<file path="config.mk">
export PLATFORM = sky130hd
export DESIGN_NAME = touch_sensor_i2c_slave_port
export DESIGN_NICKNAME = d
export VERILOG_FILES = /design/src/core/touch_i2c_pkg.sv /design/src/core/touch_sensor_i2c_slave_port.sv
export SDC_FILE = /design/constraint.sdc
export NUM_CORES = 1
export LEC_CHECK = 0
export BUFFER_PORTS_ARGS = -buffer_cell sky130_fd_sc_hd__clkbuf_2
export CAP_MARGIN = 0
export CORE_ASPECT_RATIO = 1.1
export CORE_MARGIN = 8
export CORE_UTILIZATION = 60
export DETAILED_ROUTE_END_ITERATION = 6
export MAX_ROUTING_LAYER = met4
export PLACE_DENSITY = 0.82
export SETUP_SLACK_MARGIN = 0.1
export SYNTH_ARGS = -nofsm -noshare
export SYNTH_HDL_FRONTEND = slang
export SYNTH_SLANG_ARGS = --single-unit
export TNS_END_PERCENT = 1
</file>
<file path="constraint.sdc">
create_clock -name ref_clk -period 3.6 [get_ports ref_clk]
set_input_delay 0.36 -clock ref_clk [delete_from_list [all_inputs] [get_ports ref_clk]]
set_output_delay 0.36 -clock ref_clk [all_outputs]
set_load 0.02 [all_outputs]
</file>
<file path="src/core/touch_i2c_pkg.sv">
/*
  Constants and carrier types for the touch sensor two-wire slave port.
  Assumes a single reference clock domain; the register file sits outside.
*/
package touch_i2c_pkg;

  // Slave addresses of the two part variants
  localparam logic [6:0] ADDR_FIRST_VARIANT  = 7'h4a;
  localparam logic [6:0] ADDR_SECOND_VARIANT = 7'h4b;

  // Register pointer layout
  localparam logic [7:0] POINTER_RESET       = 8'h00;
  localparam logic [7:0] POINTER_LAST        = 8'h44;
  localparam logic [7:0] POINTER_WRAP        = 8'h00;
  localparam logic [7:0] TOUCH_STATUS_ADDR   = 8'h00;

  // Bit counting within one byte
  localparam logic [3:0] BITS_PER_BYTE       = 4'h8;
  localparam logic [3:0] BIT_COUNT_RESET     = 4'h0;

  // Cycles after reset release before the variant strap is taken
  localparam logic [1:0] STRAP_SETTLE        = 2'h2;

  // Serial port states, Gray coded along the write path
  typedef enum logic [3:0] {
    st_idle     = 4'h0,
    st_addr     = 4'h1,
    st_addr_ack = 4'h3,
    st_cmd      = 4'h2,
    st_cmd_ack  = 4'h6,
    st_wr_data  = 4'h7,
    st_wr_ack   = 4'h5,
    st_rd_data  = 4'h4,
    st_rd_ack   = 4'hc
  } port_state_type;

  // Write request towards the register file
  typedef struct packed {
    logic       strobe;
    logic [7:0] addr;
    logic [7:0] data;
  } reg_write_type;

endpackage

</file>
<file path="src/core/touch_sensor_i2c_slave_port.sv">
/*
  Two-wire slave port of the touch sensor controller: START/STOP decode,
  address match, register pointer, byte acknowledge and the shared
  interrupt pin. Assumes pins arrive asynchronous to ref_clk and that the
  register file answers reg_read_data combinationally from reg_read_addr.
*/
`timescale 1ns/1ps

// How it works
// [RULE1] Slave only; master starts transfers and drives the clock; we never drive it.
// [RULE2] Data pin is input plus open-drain pull-low; clock pin is input only.
// [RULE3] Transfer is START, address with direction, register byte, data bytes, STOP.
// [RULE4] Idle lines high; START is data falling, STOP data rising, clock high.
// [RULE5] One bit per clock pulse; driver holds data steady while clock is high.
// [RULE6] Ninth pulse carries acknowledge; receiver holds data low through its high phase.
// [RULE7] We acknowledge bytes we receive; master acknowledges bytes we send.
// [RULE8] Seven address bits compared; eighth bit low means write, high means read.
// [RULE9] Watch for START plus own address; acknowledge it and continue.
// [RULE10] Address fixed by variant: 0x4A first, 0x4B second.
// [RULE11] First written byte after address loads the register pointer.
// [RULE12] STOP after that byte only keeps the pointer; nothing is written.
// [RULE13] First data byte is written to the register the pointer selects.
// [RULE14] Later data bytes go to following registers; pointer advances per byte.
// [RULE15] Reads come from the pointer, which advances after each byte sent.
// [RULE16] Master sets pointer by write, repeated START with read, then reads bytes.
// [RULE17] Port works up to 400 kbit/s; master stays at or below that. The bench host_model runs 125 ns pulses, 8 Mbit/s.
// [RULE18] Interrupt is active-low open drain on the pin shared with third electrode.
// [RULE19] When enabled, interrupt fires on any electrode touch status change.
// [RULE20] Pointer steps by one; after 0x44 it wraps to 0x00.
// [RULE21] With several masters the host uses repeated STARTs until its STOP.
// [RULE22] After reset the shared pin is interrupt, deasserted, driver off.
// [RULE23] On address mismatch, release data and ignore bytes until next START.
module touch_sensor_i2c_slave_port
  import touch_i2c_pkg::*;
#(
  parameter int ELECTRODES = 3
) (
  input  wire logic                  ref_clk,
  input  wire logic                  reset,
  input  wire logic                  scl_in,
  input  wire logic                  sda_in,
  output      logic                  sda_out,
  output      logic                  sda_oe,
  input  wire logic                  variant_select,
  input  wire logic [ELECTRODES-1:0] touch_status,
  input  wire logic                  irq_enable,
  input  wire logic                  interrupt_or_third_electrode_pin_in,
  output      logic                  interrupt_or_third_electrode_pin_out,
  output      logic                  interrupt_or_third_electrode_pin_oe,
  output      logic                  third_electrode_input,
  output      logic [7:0]            reg_read_addr,
  input  wire logic [7:0]            reg_read_data,
  output      logic                  reg_read_strobe,
  output      reg_write_type         reg_write
);

  // Pointer step with wrap after the last mapped register
  function automatic logic [7:0] next_pointer(input logic [7:0] ptr);
    next_pointer = (ptr == POINTER_LAST) ? POINTER_WRAP : ptr + 8'h01; // see [RULE20]
  endfunction

  logic           scl_meta;
  logic           scl_sync;
  logic           scl_prev;
  logic           sda_meta;
  logic           sda_sync;
  logic           sda_prev;
  logic           pin_meta;
  logic           pin_sync;
  logic           variant_meta;
  logic           variant_sync;
  logic [1:0]     strap_count;
  logic [6:0]     own_address;
  port_state_type state;
  logic [3:0]     bit_count;
  logic [7:0]     shift_in;
  logic [7:0]     tx_byte;
  logic           read_mode;
  logic           master_nack;
  logic [7:0]     pointer;
  logic [ELECTRODES-1:0] touch_prev;
  logic           irq_pending;
  logic           scl_rise;
  logic           scl_fall;
  logic           start_seen;
  logic           stop_seen;
  logic           byte_end;
  logic           load_tx;
  logic           touch_change;

  // Two flip-flops on every pin before any logic looks at it
  always_ff @(posedge ref_clk or posedge reset) begin
    if (reset) begin
      scl_meta     <= 1'b1;
      scl_sync     <= 1'b1;
      scl_prev     <= 1'b1;
      sda_meta     <= 1'b1;
      sda_sync     <= 1'b1;
      sda_prev     <= 1'b1;
      pin_meta     <= 1'b1;
      pin_sync     <= 1'b1;
      variant_meta <= 1'b0;
      variant_sync <= 1'b0;
    end else begin
      scl_meta     <= scl_in;                                        // see [RULE17]
      scl_sync     <= scl_meta;
      scl_prev     <= scl_sync;
      sda_meta     <= sda_in;
      sda_sync     <= sda_meta;
      sda_prev     <= sda_sync;
      pin_meta     <= interrupt_or_third_electrode_pin_in;
      pin_sync     <= pin_meta;
      variant_meta <= variant_select;
      variant_sync <= variant_meta;
    end
  end

  // Bus events; clock edges are found by sampling, the master owns the clock
  assign scl_rise   = scl_sync & ~scl_prev;                          // see [RULE1]
  assign scl_fall   = ~scl_sync & scl_prev;
  assign start_seen = scl_sync & scl_prev & sda_prev & ~sda_sync;    // see [RULE4]
  assign stop_seen  = scl_sync & scl_prev & ~sda_prev & sda_sync;    // see [RULE4]
  assign byte_end   = scl_fall && (bit_count == BITS_PER_BYTE);      // see [RULE6]
  assign load_tx    = scl_fall && ((state == st_addr_ack && read_mode) ||
                                   (state == st_rd_ack && !master_nack));

  // Variant strap taken once the synchroniser has settled after release
  always_ff @(posedge ref_clk or posedge reset) begin
    if (reset) begin
      strap_count <= 2'h0;
      own_address <= ADDR_FIRST_VARIANT;
    end else if (strap_count != STRAP_SETTLE) begin
      strap_count <= strap_count + 2'h1;
    end else begin
      own_address <= variant_sync ? ADDR_SECOND_VARIANT : ADDR_FIRST_VARIANT; // see [RULE10]
    end
  end

  // Byte engine; data changes only after a falling clock edge
  always_ff @(posedge ref_clk or posedge reset) begin
    if (reset) begin
      state       <= st_idle;
      bit_count   <= BIT_COUNT_RESET;
      shift_in    <= 8'h00;
      tx_byte     <= 8'h00;
      read_mode   <= 1'b0;
      master_nack <= 1'b0;
      sda_oe      <= 1'b0;
    end else if (start_seen) begin
      state     <= st_addr;                                          // see [RULE9]
      bit_count <= BIT_COUNT_RESET;
      sda_oe    <= 1'b0;
    end else if (stop_seen) begin
      state  <= st_idle;                                             // see [RULE4]
      sda_oe <= 1'b0;
    end else begin
      if (scl_rise) begin
        shift_in  <= {shift_in[6:0], sda_sync};                      // see [RULE5]
        bit_count <= bit_count + 4'h1;
        if (state == st_rd_ack) begin
          master_nack <= sda_sync;                                   // see [RULE7]
        end
      end
      if (scl_fall) begin
        case (state)
          st_addr: begin
            if (byte_end) begin
              if (shift_in[7:1] == own_address) begin                // see [RULE8]
                state     <= st_addr_ack;
                sda_oe    <= 1'b1;                                   // see [RULE9]
                read_mode <= shift_in[0];                            // see [RULE8]
              end else begin
                state <= st_idle;                                    // see [RULE23]
              end
            end
          end
          st_cmd, st_wr_data: begin
            if (byte_end) begin
              state  <= (state == st_cmd) ? st_cmd_ack : st_wr_ack;
              sda_oe <= 1'b1;                                        // see [RULE7]
            end
          end
          st_addr_ack: begin
            bit_count <= BIT_COUNT_RESET;
            if (read_mode) begin
              state   <= st_rd_data;                                 // see [RULE15]
              tx_byte <= reg_read_data;
              sda_oe  <= ~reg_read_data[7];
            end else begin
              state  <= st_cmd;                                      // see [RULE3]
              sda_oe <= 1'b0;
            end
          end
          st_cmd_ack, st_wr_ack: begin
            state     <= st_wr_data;
            sda_oe    <= 1'b0;
            bit_count <= BIT_COUNT_RESET;
          end
          st_rd_data: begin
            if (byte_end) begin
              state  <= st_rd_ack;                                   // see [RULE7]
              sda_oe <= 1'b0;
            end else begin
              tx_byte <= {tx_byte[6:0], 1'b0};
              sda_oe  <= ~tx_byte[6];                                // see [RULE2]
            end
          end
          st_rd_ack: begin
            bit_count <= BIT_COUNT_RESET;
            if (master_nack) begin
              state <= st_idle;
            end else begin
              state   <= st_rd_data;
              tx_byte <= reg_read_data;
              sda_oe  <= ~reg_read_data[7];
            end
          end
          default: state <= state;
        endcase
      end
    end
  end

  // Open drain: the data line is only ever pulled low
  always_ff @(posedge ref_clk or posedge reset) begin
    if (reset) begin
      sda_out <= 1'b0;
    end else begin
      sda_out <= 1'b0;                                               // see [RULE2]
    end
  end

  // Register pointer, shared by writes and reads
  always_ff @(posedge ref_clk or posedge reset) begin
    if (reset) begin
      pointer <= POINTER_RESET;
    end else if (byte_end && !start_seen && !stop_seen) begin
      case (state)
        st_cmd:     pointer <= shift_in;                             // see [RULE11]
        st_wr_data: pointer <= next_pointer(pointer);                // see [RULE14]
        st_rd_data: pointer <= next_pointer(pointer);                // see [RULE15]
        default:    pointer <= pointer;
      endcase
    end
  end

  // Register file access; a command byte alone writes nothing
  always_ff @(posedge ref_clk or posedge reset) begin
    if (reset) begin
      reg_write       <= '0;
      reg_read_addr   <= POINTER_RESET;
      reg_read_strobe <= 1'b0;
    end else begin
      reg_write.strobe <= byte_end && (state == st_wr_data) && !start_seen && !stop_seen; // see [RULE12]
      if (byte_end && state == st_wr_data) begin
        reg_write.addr <= pointer;                                   // see [RULE13]
        reg_write.data <= shift_in;
      end
      reg_read_addr   <= pointer;
      reg_read_strobe <= load_tx && !start_seen && !stop_seen;
    end
  end

  // Touch status change latches an interrupt; a set beats a same-cycle clear
  assign touch_change = (touch_status != touch_prev);

  always_ff @(posedge ref_clk or posedge reset) begin
    if (reset) begin
      touch_prev  <= '0;
      irq_pending <= 1'b0;
    end else begin
      touch_prev <= touch_status;
      if (touch_change) begin
        irq_pending <= 1'b1;                                         // see [RULE19]
      end else if (reg_read_strobe && reg_read_addr == TOUCH_STATUS_ADDR) begin
        irq_pending <= 1'b0;
      end
    end
  end

  // Shared pin: interrupt pulls low when enabled, else it is the third electrode
  always_ff @(posedge ref_clk or posedge reset) begin
    if (reset) begin
      interrupt_or_third_electrode_pin_out <= 1'b0;
      interrupt_or_third_electrode_pin_oe  <= 1'b0;                  // see [RULE22]
      third_electrode_input                <= 1'b0;
    end else begin
      interrupt_or_third_electrode_pin_out <= 1'b0;                  // see [RULE18]
      interrupt_or_third_electrode_pin_oe  <= irq_enable && irq_pending;
      third_electrode_input                <= irq_enable ? 1'b0 : pin_sync; // see [RULE18]
    end
  end

  // Checks on the driven side of the port
  a_sda_pull_low: assert property (@(posedge ref_clk) disable iff (reset) // see [RULE2]
    sda_out == 1'b0)
    else $error("data line driven high");
  a_addr_match_ack: assert property (@(posedge ref_clk) disable iff (reset) // see [RULE9]
    (state == st_addr && byte_end && !start_seen && !stop_seen && shift_in[7:1] == own_address)
      |=> (state == st_addr_ack && sda_oe))
    else $error("own address not acknowledged");
  a_idle_released: assert property (@(posedge ref_clk) disable iff (reset) // see [RULE23]
    (state == st_idle) |-> !sda_oe)
    else $error("data driven while ignoring the bus");
  a_stop_frees: assert property (@(posedge ref_clk) disable iff (reset) // see [RULE4]
    (stop_seen && !start_seen) |=> (state == st_idle && !sda_oe))
    else $error("stop did not free the bus");
  a_start_restart: assert property (@(posedge ref_clk) disable iff (reset) // see [RULE4]
    start_seen |=> (state == st_addr && bit_count == BIT_COUNT_RESET))
    else $error("start not taken");
  a_cmd_pointer: assert property (@(posedge ref_clk) disable iff (reset) // see [RULE11]
    (state == st_cmd && byte_end && !start_seen && !stop_seen) |=> pointer == $past(shift_in))
    else $error("command byte not loaded");

  a_write_advance: assert property (@(posedge ref_clk) disable iff (reset) // see [RULE14]
    (state == st_wr_data && byte_end && !start_seen && !stop_seen)
      |=> (reg_write.strobe && reg_write.addr == $past(pointer) && pointer == next_pointer($past(pointer))))
    else $error("data byte write or pointer step wrong");

  a_write_source: assert property (@(posedge ref_clk) disable iff (reset) // see [RULE12]
    reg_write.strobe |-> ($past(state) == st_wr_data && $past(bit_count) == BITS_PER_BYTE))
    else $error("register written outside a data byte");

  a_read_advance: assert property (@(posedge ref_clk) disable iff (reset) // see [RULE15]
    (state == st_rd_data && byte_end && !start_seen && !stop_seen)
      |=> (pointer == next_pointer($past(pointer)) && !sda_oe) ##1 reg_read_addr == pointer)
    else $error("read pointer did not advance");

  a_irq_change: assert property (@(posedge ref_clk) disable iff (reset) // see [RULE19]
    (touch_change && irq_enable) ##1 irq_enable |-> ##[0:1] interrupt_or_third_electrode_pin_oe)
    else $error("interrupt missed a touch change");

  a_hold_high: assert property (@(posedge ref_clk) disable iff (reset) // see [RULE5]
    ($changed(sda_oe) && !$past(start_seen) && !$past(stop_seen)) |-> !scl_sync)
    else $error("data changed while clock high");

endmodule

</file>
---- Word level (Yosys, flattened, before mapping) ----
Cells that the tools add are included.
storage, ports and cells
  register bits after elaboration ......... 85
  output and inout port bits .............. 31
  logic and storage cells ................. 139
operators by class
  add/sub/neg operators ................... 3
  eq/ne operators ......................... 22
  mux-type cells .......................... 36
  bitwise gates (word level) .............. 15
  reductions and logical operators ........ 34
operator list
  operator               count
  $mux W4                11
  $pmux W4 S6            1
  $mux W7                3
  $pmux W7 S3            1
  $ne A4 B4 Y1 const B   5
  $eq A4 B3 Y1 const B   4
  $pmux W8 S2            1
  $logic_and A1 B1 Y1    13
  $mux W1                13
  $reduce_and A6 Y1      2
  $ne A2 B2 Y1 const B   5
  $add A8 B1 Y8 const B  1
  $eq A4 B2 Y1 const B   2
  $eq A4 B4 Y1 const B   2
  $eq A8 B7 Y1 const B   1
  $logic_not A8 Y1       1
  $mux W8                1
  $not A1 Y1             8
  $reduce_bool A8 Y1     1
  $and A1 B1 Y1          7
  $eq A7 B7 Y1           1
  $reduce_and A7 Y1      1
  $mux W3                2
  $pmux W1 S6            1
  other kinds (15)       22

---- Longest topological paths before layout ----
  depth after elaboration ................. 8
  mapped depth ............................ 8
  mapped depth without buffers ............ 7

---- Least setup slack after synthesis ----
No wires, ideal clock.
  kind .................................... flip-flop to flip-flop
  start ................................... register bit_count[0]
  end ..................................... register reg_write[0] in the netlist's numbering
  library setup time ...................... 0.125 ns
  arrival time ............................ 1.731 ns
  required time ........................... 3.475 ns
  slack ................................... 1.744 ns
  stages on the path, launching flop included .. 9
  buffers on the path ..................... 2
  clock period less this slack ............ 1.856 ns
  cell sequence ........................... dfrtp_1 > inv_1 > ha_1 > nand3b_4 > nor2_1 > and3_1 > buf_4 > buf_6 > mux2_2
between the ends
  cells in the longest elaborated chain, start to end .. 3
ends and longest elaborated chain
  element                 RTL line                            source
  start, declared         touch_sensor_i2c_slave_port.sv:75   logic [3:0] bit_count;
  start signal, assigned  touch_sensor_i2c_slave_port.sv:159  bit_count <= bit_count + 4'h1;
  $eq A4 B4 Y1            touch_sensor_i2c_slave_port.sv:123  assign byte_end = scl_fall && (bit_count == BITS_PER_BYTE);
  $logic_and A1 B1 Y1     touch_sensor_i2c_slave_port.sv:123
  $logic_and A1 B1 Y1     touch_sensor_i2c_slave_port.sv:255  if (byte_end && state == st_wr_data) begin
  end, declared           touch_sensor_i2c_slave_port.sv:54   output reg_write_type reg_write
No other way between the ends.
A chain may end at the register's enable or synchronous reset.

---- Worst setup path in the final report ----
  start ................................... register scl_prev
  end ..................................... register reg_write[14] in the netlist's numbering
between the ends
  cells in the longest elaborated chain, start to end .. 3
ends and longest elaborated chain
  element                 RTL line                            source
  start, declared         touch_sensor_i2c_slave_port.sv:64   logic scl_prev;
  start signal, assigned  touch_sensor_i2c_slave_port.sv:107  scl_prev <= scl_sync;
  $and A1 B1 Y1           touch_sensor_i2c_slave_port.sv:120  assign scl_fall = ~scl_sync & scl_prev;
  $logic_and A1 B1 Y1     touch_sensor_i2c_slave_port.sv:123
  $logic_and A1 B1 Y1     touch_sensor_i2c_slave_port.sv:255
No other way between the ends.

==> metrics.cfg <==
[sta]
slew_viol_final=0
setup-violations-final=0
hold_slack_ns=0.0615
finalSetupTns_ns=0
worst_pin_slew_ns=0.890
fmax_ghz=0.403
relSlewSlack_pct=40.6
finalCriticalPeriod_ns=2.48
finClkSkew_ns=0.0106
rsz0062_at_grt=false
hold_violations=0
post-route-period-util_pct=68.9

[worst_hold_path]
hold_class=in2async

[layout]
layout.nets=392
multi_input_area_um2=1590
insertedDiodeCount=0
fillers=470
fin_cells=454
syn2layout_area_growth_pct=11.7
regArea_um2=1990
drive_gt1_share_pct=29.4

[detailed_routing]
first_iter_violations=199
via_per_inst=5.78
route.vias.total=2624
routedWlPerCell_um=16.0
routed_wl_um=7280
drtAntennaViolNets=0
dr.pass1.iters=4
remaining_drc_errors=0

[floorplanning]
fp.dieH_um=98.6
design.core.area_um2=6080
dieArea_um2=8980
die_x_um=91.1
rows=30
initial_core_util_pct=61.2
io_pins=49

[clock_network]
post_cts_buffers=0
h-tree-depth=3
clk_latency_ns=0.34
ctsResizeCount=0
ctsHoldBuffers=0
tritoncts=built
path_clk_slew_ns=0.08
cts_num_sinks=79
cts_root_buf=clkbuf_8
cts.path.max_buffers=2
numCtsBuffers=9

[synth]
synth_top_area_share_pct=47.8
synth_top_cell_by_area=dfrtp_1
synth_area_um2=3720
ys_ff_latch=79
yosysWarnings=0
synth-edff-count=0
synthFlopType=dfrtp_1
ys_seq_area_share_pct=53.4
ys_types=68
synth.avg_cell_area_um2=11.4
syn_inst=325
synth-async-reset-ratio_pct=100
synth_area_leaders=dfrtp_1, mux2_2, dfstp_2

[pwr]
power_leakage_nw=1.92
vdd_drop_max_mv=0.398
power_mw=1.83
power_density_nw_per_um2=440

[setup_path]
crit_fanout=17
crit_required_ns=3.83
slowest_delay_ns=0.76
crit_path_top_delay_cell=and3_1
crit_family=simple AND/OR/NAND/NOR gates
arrival_ns=2.71
crit_chain=nand2b_1 -> nor2_1 -> and3_1 -> mux2_2
start_kind=register
path_class=reg2reg
critical_path_buf_inv_count=0
cp-end-kind=register

[status]
outcome=completed

[placed_design]
place.gp.congestion=0.914
port_buffers=46
dp_cells=438
dp_hpwl_um=5220

[global_routing]
grt-ovfl-total=0
grt_pass1_vias=2537
grt_max_degree=51
track_usage_pct=17.6
antenna_found_initial=0
grt_pass1_wl_um=12500

[flow_run]
timing.max_cap.violations=0

power breakdown:
group	total [mW]	switching, mW	internal, mW
clock	0.599	0.322	0.277
combinational	0.197	0.0994	0.0972
sequential	1.03	0.0840	0.947
total	1.83	0.505	1.32
final cells by class:
class | instances | area share [%]
clock buffers | 10 | 3.31
multi-input cells | 219 | 38.3
inverters | 13 | 1.17
repair buffers | 47 | 5.72
well taps | 80 | 2.41
flip-flops and latches | 79 | 47.8
clock inverters | 6 | 1.20
cell usage in the layout, fill, tap and decap left out, types with 5 or more instances in the layout:
cell type,count
inv_1,12
clkbuf_2,46
nand2_1,33
nor2b_1,5
nand2b_1,5
nand3_1,10
xnor2_1,6
mux2_2,26
nor2_1,13
dfrtp_1,71
clkbuf_8,10
and3_1,5
ha_1,5
a21oi_1,6
mux2i_1,9
dfstp_2,8
o21ai_0,27
synthesized netlist by cell type, drive strengths merged (6+ instances only):
master,n
a21oi,6
nand3,10
inv,13
o21ai,30
dfrtp,71
nor2b,6
xnor2,6
dfstp,8
nor2,14
mux2i,9
buf,13
mux2,26
nand2,33
flip-flops by register name, summed over array words and instances, names as in the netlist, 2 cells and up:
name,count
shift_in,8
bit_count,4
reg_write,17
tx_byte,7
touch_prev,3
reg_read_addr,8
strap_count,2
pointer,8
state,4
stage by stage:
stage | setup slack, ns | cell area [um2] | utilization (%)
after global routing | 1.02 | 4150 | 68.3
after floorplan | 1.23 | 3720 | -
after detailed placement | 1.17 | 3970 | 65.2
final | 1.12 | 4150 | 68.3
after CTS | 1.16 | 4150 | 68.3
after global placement | 1.28 | 3970 | 65.2
per-layer routing:
metal | track usage (%) | up-vias | wire length (um)
met2 | 25.3 | 78 | 3410
met3 | 4.18 | 16 | 414
met4 | 8.07 | 0 | 157
met5 | - | - | 0
li1 | - | 1265 | -
met1 | 23.0 | 1265 | 3300
cells by family after synthesis:
kind of cell / share of synthesized area (%)
AOI/OAI and AO/OA: 14.4
xor gates and xnor gates: 1.65
adders and majority gates: 1.68
buffers and inverters: 3.84
DFF: 53.4
muxes: 10.3
other: 0.101
and+or+nand+nor: 14.6
final timing paths:
| kind | from | end | slack (ns) | depth (start not counted) |
|---|---|---|---|---|
| hold reg to reg | variant_meta$_DFF_PP0_ | variant_sync$_DFF_PP0_ | 0.36 | 0 |
| setup / recovery | scl_prev$_DFF_PP1_ | reg_write[14]$_DFFE_PP0P_ | 1.12 | 4 |
| max in group asynchronous | reset | shift_in[1]$_DFFE_PP0P_ | 2.52 | 3 |
| hold / removal | reset | pointer[7]$_DFFE_PP0P_ | 0.06 | 2 |
| setup reg to reg | scl_prev$_DFF_PP1_ | reg_write[14]$_DFFE_PP0P_ | 1.12 | 4 |
| min in group ref_clk | scl_in | scl_meta$_DFF_PP1_ | 0.09 | 1 |
(Power assumes the default switching activity.)
